<file path="config.mk">
export PLATFORM = sky130hd
export DESIGN_NAME = ccb_companion_control_bits
export DESIGN_NICKNAME = d
export VERILOG_FILES = /design/src/hw/ccb_pkg.sv /design/src/hw/ccb_companion_control_bits.sv
export SDC_FILE = /design/constraint.sdc
export NUM_CORES = 1
export LEC_CHECK = 0
export BUFFER_PORTS_ARGS = -buffer_cell sky130_fd_sc_hd__buf_2
export CAP_MARGIN = 5
export CORE_ASPECT_RATIO = 1.5
export CORE_MARGIN = 4
export CORE_UTILIZATION = 50
export DETAILED_ROUTE_END_ITERATION = 8
export PLACE_DENSITY = 0.7
export SLEW_MARGIN = 20
export SYNTH_ARGS = -nofsm -noshare
export SYNTH_HDL_FRONTEND = slang
export SYNTH_SLANG_ARGS = --single-unit
export TNS_END_PERCENT = 10
</file>
<file path="constraint.sdc">
create_clock -name clock -period 3.09 [get_ports clock]
set_clock_uncertainty 0.15 [all_clocks]
set_input_delay 0.618 -clock clock [delete_from_list [all_inputs] [get_ports clock]]
set_output_delay 0.618 -clock clock [all_outputs]
set_load 0.01 [all_outputs]
</file>
<file path="src/hw/ccb_pkg.sv">
// Purpose: Constants for the companion control bits and event counters
// Assumes: Byte wide register port, one register per address
// Notes:   Operation list below
//
// Operation
// Snapshot request latches all four counter bytes
// Snapshot request bit clears itself
// Input one counts falling or rising edge
// Polarity change may add one count
// Counter one polarity kept on backup
// Two bit field selects protected array part
// Write protect field kept across power
// Counter one MSB increments on LSB overflow
// Counter reads return snapshot until next request
package ccb_pkg;
    localparam logic [7:0] ADDR_COMPANION_CTL = 8'h0B;
    localparam logic [7:0] ADDR_COUNTER_CTL   = 8'h0C;
    localparam logic [7:0] ADDR_EVENT_INPUT_1_LSB      = 8'h0D;
    localparam logic [7:0] ADDR_EVENT_INPUT_1_MSB      = 8'h0E;
    localparam logic [7:0] ADDR_EVENT_INPUT_2_LSB      = 8'h0F;
    localparam logic [7:0] ADDR_EVENT_INPUT_2_MSB      = 8'h10;
    // Counter control bit positions
    localparam int         BIT_C1_POL         = 0;
    localparam int         BIT_C2_POL         = 1;
    localparam int         BIT_CASCADE        = 2;
    localparam int         BIT_SNAP_REQ       = 3;
    // Companion control write protect field
    localparam int         BIT_WP_LO          = 3;
    localparam int         BIT_WP_HI          = 4;
    // Nonvolatile defaults loaded by nvInit; RST_RDATA is loaded by rst
    localparam logic [7:0] RST_COMPANION_CTL  = 8'h00;
    localparam logic       RST_POLARITY       = 1'h0;
    localparam logic [15:0] RST_COUNTER       = 16'h0000;
    localparam logic       RST_CASCADE        = 1'h0;
    localparam logic [7:0] RST_RDATA          = 8'h00;
    localparam logic [1:0] WP_NONE            = 2'h0;
    localparam logic [1:0] WP_QUARTER         = 2'h1;
    localparam logic [1:0] WP_HALF            = 2'h2;
    localparam logic [1:0] WP_FULL            = 2'h3;
    localparam logic [7:0] RDATA_UNMAPPED     = 8'h00;
endpackage : ccb_pkg

</file>
<file path="src/hw/ccb_companion_control_bits.sv">
// Purpose: Event counters, counter control and companion control byte
// Assumes: Register port driven by the serial interface logic on clock
// Notes:   rst models a main power reset; backup and nonvolatile bits survive it
`timescale 1ns/10ps
module ccb_companion_control_bits #(
    parameter int ARRAY_ADDR_W = 15
) (
    input  wire logic                    clock,
    input  wire logic                    rst,
    input  wire logic                    nvInit,
    input  wire logic [7:0]              regAddr,
    input  wire logic                    regWrite,
    input  wire logic [7:0]              regWdata,
    output logic      [7:0]              regRdata,
    input  wire logic                    eventInput1,
    input  wire logic                    eventInput2,
    input  wire logic [ARRAY_ADDR_W-1:0] arrayAddr,
    output logic      [1:0]              writeProtect,
    output logic                         arrayWriteBlock
);
    typedef struct packed {
        logic [1:0]  sync1;
        logic [1:0]  sync2;
        logic        prevSel1;
        logic        prevSel2;
        logic [15:0] event_input_1;
        logic [15:0] event_input_2;
        logic [31:0] snap;
        logic        snapValid;
        logic        counterSnapshotReq;
        logic        counter1EdgePolarity;
        logic        counter2EdgePolarity;
        logic        counterCascade;
        logic [7:0]  companionControl;
        logic [7:0]  rdata;
        logic        wpBlock;
    } ccb_state_t;

    ccb_state_t state_reg;
    ccb_state_t state_next;

    // Protected span follows the top address bits, so it scales with ARRAY_ADDR_W
    function automatic logic wp_hit(input logic [1:0] code, input logic [ARRAY_ADDR_W-1:0] a);
        logic [1:0] top;
        top = a[ARRAY_ADDR_W-1 -: 2];
        unique case (code)
            ccb_pkg::WP_NONE:    wp_hit = 1'b0;
            ccb_pkg::WP_QUARTER: wp_hit = (top == 2'h0);
            ccb_pkg::WP_HALF:    wp_hit = ~top[1];
            ccb_pkg::WP_FULL:    wp_hit = 1'b1;
        endcase
    endfunction : wp_hit

    logic       sel1;
    logic       sel2;
    logic       edge1;
    logic       edge2;
    logic       wrHit;
    logic [1:0] wpField;

    // Polarity selects the level watched, so flipping it can itself look like an edge
    assign sel1    = state_reg.counter1EdgePolarity ? state_reg.sync1[1] : ~state_reg.sync1[1];
    assign sel2    = state_reg.counter2EdgePolarity ? state_reg.sync2[1] : ~state_reg.sync2[1];
    assign edge1   = sel1 & ~state_reg.prevSel1;
    assign edge2   = sel2 & ~state_reg.prevSel2;
    assign wrHit   = regWrite;
    assign wpField = state_reg.companionControl[ccb_pkg::BIT_WP_HI:ccb_pkg::BIT_WP_LO];

    always_comb begin
        state_next          = state_reg;
        state_next.sync1    = {state_reg.sync1[0], eventInput1};
        state_next.sync2    = {state_reg.sync2[0], eventInput2};
        state_next.prevSel1 = sel1;
        state_next.prevSel2 = sel2;
        state_next.event_input_1     = state_reg.event_input_1 + 16'h0001 * {15'h0000, edge1};
        state_next.event_input_2     = state_reg.event_input_2 + {15'h0000, edge2};
        // Snapshot taken one cycle after the request, then the bit drops
        if (state_reg.counterSnapshotReq) begin
            state_next.snap               = {state_reg.event_input_2, state_reg.event_input_1};
            state_next.snapValid          = 1'b1;
            state_next.counterSnapshotReq = 1'b0;
        end
        if (wrHit) begin
            unique case (regAddr)
                ccb_pkg::ADDR_COMPANION_CTL: state_next.companionControl = regWdata;
                ccb_pkg::ADDR_COUNTER_CTL: begin
                    state_next.counter1EdgePolarity = regWdata[ccb_pkg::BIT_C1_POL];
                    state_next.counter2EdgePolarity = regWdata[ccb_pkg::BIT_C2_POL];
                    state_next.counterCascade       = regWdata[ccb_pkg::BIT_CASCADE];
                    if (regWdata[ccb_pkg::BIT_SNAP_REQ]) begin
                        state_next.counterSnapshotReq = 1'b1;
                    end
                end
                // Software preset wins over a coincident count in the written byte; the other byte still counts
                ccb_pkg::ADDR_EVENT_INPUT_1_LSB: state_next.event_input_1[7:0]  = regWdata;
                ccb_pkg::ADDR_EVENT_INPUT_1_MSB: state_next.event_input_1[15:8] = regWdata;
                ccb_pkg::ADDR_EVENT_INPUT_2_LSB: state_next.event_input_2[7:0]  = regWdata;
                ccb_pkg::ADDR_EVENT_INPUT_2_MSB: state_next.event_input_2[15:8] = regWdata;
                default: ;
            endcase
        end
        unique case (regAddr)
            ccb_pkg::ADDR_COMPANION_CTL: state_next.rdata = state_reg.companionControl;
            ccb_pkg::ADDR_COUNTER_CTL:   state_next.rdata = {4'h0, state_reg.counterSnapshotReq,
                state_reg.counterCascade, state_reg.counter2EdgePolarity, state_reg.counter1EdgePolarity};
            ccb_pkg::ADDR_EVENT_INPUT_1_LSB: state_next.rdata = state_reg.snapValid ? state_reg.snap[7:0]   : state_reg.event_input_1[7:0];
            ccb_pkg::ADDR_EVENT_INPUT_1_MSB: state_next.rdata = state_reg.snapValid ? state_reg.snap[15:8]  : state_reg.event_input_1[15:8];
            ccb_pkg::ADDR_EVENT_INPUT_2_LSB: state_next.rdata = state_reg.snapValid ? state_reg.snap[23:16] : state_reg.event_input_2[7:0];
            ccb_pkg::ADDR_EVENT_INPUT_2_MSB: state_next.rdata = state_reg.snapValid ? state_reg.snap[31:24] : state_reg.event_input_2[15:8];
            default:                state_next.rdata = ccb_pkg::RDATA_UNMAPPED;
        endcase
        state_next.wpBlock = wp_hit(wpField, arrayAddr);
        // Main power reset leaves the backup and nonvolatile bits alone
        // Synchronisers and edge history keep running through reset: clearing them
        // would fake a level change and add a count once reset drops
        if (rst) begin
            state_next.snapValid          = 1'h0;
            state_next.counterSnapshotReq = 1'h0;
            state_next.rdata              = ccb_pkg::RST_RDATA;
            state_next.wpBlock            = 1'h0;
        end
        if (nvInit) begin
            state_next.event_input_1                 = ccb_pkg::RST_COUNTER;
            state_next.event_input_2                 = ccb_pkg::RST_COUNTER;
            state_next.snap                 = {2{ccb_pkg::RST_COUNTER}};
            state_next.counter1EdgePolarity = ccb_pkg::RST_POLARITY;
            state_next.counter2EdgePolarity = ccb_pkg::RST_POLARITY;
            state_next.counterCascade       = ccb_pkg::RST_CASCADE;
            state_next.companionControl     = ccb_pkg::RST_COMPANION_CTL;
        end
    end

    always_ff @(posedge clock) begin
        state_reg <= state_next;
    end

    assign regRdata        = state_reg.rdata;
    assign writeProtect    = wpField;
    assign arrayWriteBlock = state_reg.wpBlock;
endmodule : ccb_companion_control_bits

</file>
==> Word-level counts from Yosys, hierarchy flattened <==
Index checks and enable logic that the tools add are counted.
{ "totals": {"register_bits": 92, "wordCells": 54} }
{ "classes": {"n_addsub": 2, "n_eq_ne": 9, "muxes": 17, "bitwise_logic": 7, "n_reduce_logical": 4} }
{ "op_table": {"columns": ["op", "count"], "rows": [
  ["$mux 8", 9],
  ["$pmux 8 s6", 1],
  ["$eq 8x4->1 const B", 5],
  ["$add 16x1->16", 2],
  ["$mux 32", 1],
  ["$mux 12", 1],
  ["$eq 8x5->1 const B", 1],
  ["$not 1->1", 5],
  ["$eq 2x2->1 const B", 2],
  ["$logic_not 2->1", 2],
  ["$mux 4", 1],
  ["$pmux 1 s4", 1],
  ["$reduce_and 2->1", 2],
  ["$mux 1", 3],
  ["$and 1x1->1", 2],
  ["$eq 2x1->1 const B", 1]
]} }

==> Logic depth before layout (Yosys ltp) <==
{ "logic_depth": {"ltp_word": 6, "ltp_mapped": 8, "ltp_nobuf": 8} }

==> Least setup slack after synthesis <==
No wires, ideal clock.
{ "synth_path": {"kind": "in2reg", "startpoint": "input regAddr[5]", "endpoint": "register state_reg[74] (netlist bit)", "t_arrival_ns": 1.967, "path_slack_ns": 0.827, "stages": 6, "n_path_buf": 2, "path_cell_list": "or4b_4 -> or3_1 -> buf_2 -> buf_6 -> nor2_1 -> a211oi_2"} }
{ "synth_via": {"elab_chain_cells": 3} }
{ "synth_rtl": {"columns": ["item", "line", "source"], "rows": [
  ["start: declaration", "ccb_companion_control_bits.sv:11", "input wire logic [7:0] regAddr,"],
  ["$eq 8x4->1", "ccb_companion_control_bits.sv:84", "unique case (regAddr)"],
  ["$mux 8", "ccb_companion_control_bits.sv:84", null],
  ["$mux 32", "ccb_companion_control_bits.sv:83", "if (wrHit) begin"],
  ["end signal: assignment", "ccb_companion_control_bits.sv:134", "state_reg <= state_next;"],
  ["end: declaration", "ccb_companion_control_bits.sv:39", "ccb_state_t state_reg;"]
]} }
No other way between the ends.
A chain may end at the register's enable or synchronous reset.

==> Final worst setup path <==
{ "layout_path": {"startpoint": "register state_reg[18] (netlist bit)", "endpoint": "register state_reg[68] (netlist bit)"} }
{ "layout_via": {"elab_chain_cells": 5} }
{ "layout_rtl": {"columns": ["item", "line", "source"], "rows": [
  ["$mux 1 *", "ccb_companion_control_bits.sv:63", "assign sel2 = state_reg.counter2EdgePolarity ? state_reg.sync2[1] : ~state_reg.sync2[1];"],
  ["net sel2", "ccb_companion_control_bits.sv:55", "logic sel2;"],
  ["$and 1x1->1 *", "ccb_companion_control_bits.sv:65", "assign edge2 = sel2 & ~state_reg.prevSel2;"],
  ["$add 16x1->16 *", "ccb_companion_control_bits.sv:76", "state_next.event_input_2 = state_reg.event_input_2 + {15'h0000, edge2};"],
  ["$mux 8", "ccb_companion_control_bits.sv:84", null],
  ["$mux 32 *", "ccb_companion_control_bits.sv:83", null]
]} }
Mark *: on every way through the listed nets, which the timed path passes. The rest lies on a longest branch.

==> impl_metrics.tcl <==
set metrics [dict create \
    run_status "finished clean" \
    timing_worst_setup_path_type "flip-flop to flip-flop" \
    synth_async_sr_flop_share 0 \
    die_area_mm2 0.0107 \
    detail_route.vias_per_cell 5.81 \
    detail_route.iter0.violations 270 \
    ys_seq_elements 92 \
    final-max-slew-violation-count 0 \
    power_density_over_the_cells_mw_per_mm2 469 \
    grt_pass1_vias 3391 \
    tritoncts "built" \
    syn_avg_cell_area_um2 9.60 \
    clock_power_share 0.442 \
    power.sequential.fraction 0.518 \
    boundaryPins 48 \
    rsz0062_at_grt "no" \
    drive_gt1_frac 0.183 \
    detail_route.first_pass.iterations 5 \
    final_antenna_net_count 0 \
    tritoncts.num_buffers 9 \
    layout_min_cycle_time_ns 2.56 \
    num_antenna_cells 0 \
    place_ws_ns 0.477 \
    core_area_mm2 0.00888 \
    maxClockFrequency_mhz 391 \
    largest_register_ffs 79 \
    fp.dieW_um 86.0 \
    yosys_synthesis_warning_count 0 \
    number_of_maximum_capacitance_violations 0 \
    clk_pin_slew_ns 0.06 \
    post_synth_edffs 0 \
    critical_path.reg2reg.endpoint "state_reg[68]" \
    drt-total-wl_um 10600 \
    net-switching-power_mw 0.525 \
    p_leak_nw 1.56 \
    postSynthNetCount 517 \
    worstHoldPathType "flip-flop to flip-flop" \
    cts_root_buffer "clkbuf_16" \
    setup-tns-final_ns 0 \
    worst_skew_pair.late_latency_ns 0.34 \
    whs_ns 0.176 \
    timing.critical_path.from_type "flip-flop" \
    rows 42 \
    timing.final.hold_violations 0 \
    post_cts_hold_buffer_count 0 \
    grt_util_all_layers 0.205 \
    antenna_found_initial 0 \
    syn_area_mm2 0.00456 \
    worstSetupStartpoint "state_reg[18]" \
    grt_start_max_net_pins 35 \
    end_kind "flip-flop" \
    comb_power_share 0.040 \
    crit-reg2reg-launch "state_reg[18]" \
    yosys.cell_types.count 47 \
    vdd_ir_drop_max_mv 0.290 \
    mostFrequentLayoutCell "dfxtp_1" \
    finalWeightedCongestion 0.860 \
    internal_power_mw 1.79 \
    max-slew-margin-rel 0.271 \
    grt.overflow.total 0 \
    critPathMaxFanout 5 \
    post_cts_resize_count 0 \
    area_delta_synth_final_pct 8.40 \
    clock_path_buffers 2 \
    crit_arrival_ns 2.66 \
    cts.sinks 92 \
    floorplan.initialDensity 0.514 \
    dpl.hpwl_um 7750 \
    worst_slack_ns 0.532 \
    worst-endpoint-required_ns 3.20 \
    setup_viol_count_final 0 \
    num-nets-final 523 \
    swShare 0.227 \
    yosysSeqAreaShare 0.404 \
    multi_input_area_mm2 0.00243 \
    worstRegToRegCells 8 \
    dr_total_vias 3462 \
    synth_cells 475 \
    detailed_route_drc_error_count 0 \
    wire_length_of_the_first_global_routing_pass_um 17100 \
    dominantRegCellSynth "dfxtp_1" \
    endpoint "state_reg[68]" \
    timing.reg2reg.setup_slack_ns 0.53 \
    die_height_um 125 \
    port_buffers 34 \
    area.sequential_mm2 0.00184 \
    wire_per_inst_um 17.9 \
    cts.repair_timing.setup_buffer_count 0 \
    ctsHtreeMaxLevel 3 \
    highest_count_cells_in_the_layout_ignoring_fill_and_taps "dfxtp_1 (90), nor2_1 (85), mux2i_1 (74), buf_2 (34), xnor2_1 (25)" \
    timing_worst_slew_pin_value_ns 1.09 \
    fillers 815 \
    finalCritPeriodShare 0.828 \
]
## kinds of logic (layout without fill, tap and decap cells)
family,count (synthesis),count (layout),synth area share
XOR/XNOR,29,29,0.0557
flip-flops,92,92,0.404
buffers and inverters,53,64,0.0636
multiplexers,79,79,0.175
AND/OR/NAND/NOR,154,154,0.165
AO/OA/AOI/OAI,63,63,0.123
adder cells (fa/ha/maj),5,5,0.0137
## worst min path at each step
| stage | start | endpoint | slack [ns] | cells after the start |
|---|---|---|---|---|
| after detailed placement | state_next[89] | state_reg[89] | 0.16 | 0 |
| after CTS | state_next[89] | state_reg[89] | 0.18 | 0 |
| after floorplan | state_next[89] | state_reg[89] | 0.16 | 0 |
| after global routing | state_next[91] | state_reg[91] | 0.20 | 0 |
| final | state_next[89] | state_reg[89] | 0.18 | 0 |
| after global placement | state_next[91] | state_reg[91] | 0.16 | 0 |
## power groups by stage
stage	registers (mW)	logic, mW	clock network, mW
3_5_place_dp	1.23	0.0913	0
4_1_cts	1.20	0.0918	1.04
6_report	1.20	0.0925	1.02
3_3_place_gp	1.23	0.0897	0
2_1_floorplan	1.23	0.0491	0
5_1_grt	1.20	0.101	1.09
## critical path, stage by stage, from the launching register on
cell and delay [ns]:
dfxtp_1 0.37, xnor2_1 0.14, nor2b_1 0.29, ha_1 0.28
ha_1 0.23, nand4_1 0.26, nor4_1 0.42, xnor2_1 0.11
a211oi_1 0.22
## per-layer routing
metal  wire length, um  part of all wire  GRT usage
met1              4340              0.41      0.240
met2              5460              0.51      0.349
met3               447             0.042     0.0454
met4               400             0.038     0.0988
met5                 0                 0          0
## Yosys cell counts (4+ instances only)
library cell	number	area, um2
a211oi_1	7	52.6
nand2_1	11	41.3
xnor2_1	25	219
inv_1	6	22.5
o22ai_1	13	81.3
a2bb2oi_1	4	35.0
or3_1	4	25.0
buf_4	10	75.1
nor4_1	9	56.3
nor3_1	9	45.0
nor2_1	85	319
mux2_2	5	56.3
ha_1	5	62.6
xor2_1	4	35.0
a211oi_2	20	250
nand3_1	11	55.1
dfxtp_1	92	1840
mux2i_1	74	741
buf_6	5	56.3
nand4_1	9	56.3
clkbuf_1	19	71.3
a21oi_1	5	25.0
a221oi_1	4	35.0
buf_2	10	50.1
## metrics by stage
step                      total power [mW]   util  area (um2)  std cells
after floorplan                       1.27      -        4560        475
after global placement                1.32  0.525        4660        580
after detailed placement              1.32  0.525        4660        580
after CTS                             2.34  0.557        4940        596
after global routing                  2.40  0.557        4940        596
final                                 2.32  0.557        4940        596
## layout make-up
class / instances / area share
repair buffers: 42 / 0.0466
flip-flops and latches: 92 / 0.373
clock inverters: 5 / 0.00759
well taps: 110 / 0.0278
inverters: 6 / 0.00456
multi-input cells: 330 / 0.491
clock buffers: 11 / 0.0491
Power figures use the tool's default switching activity.
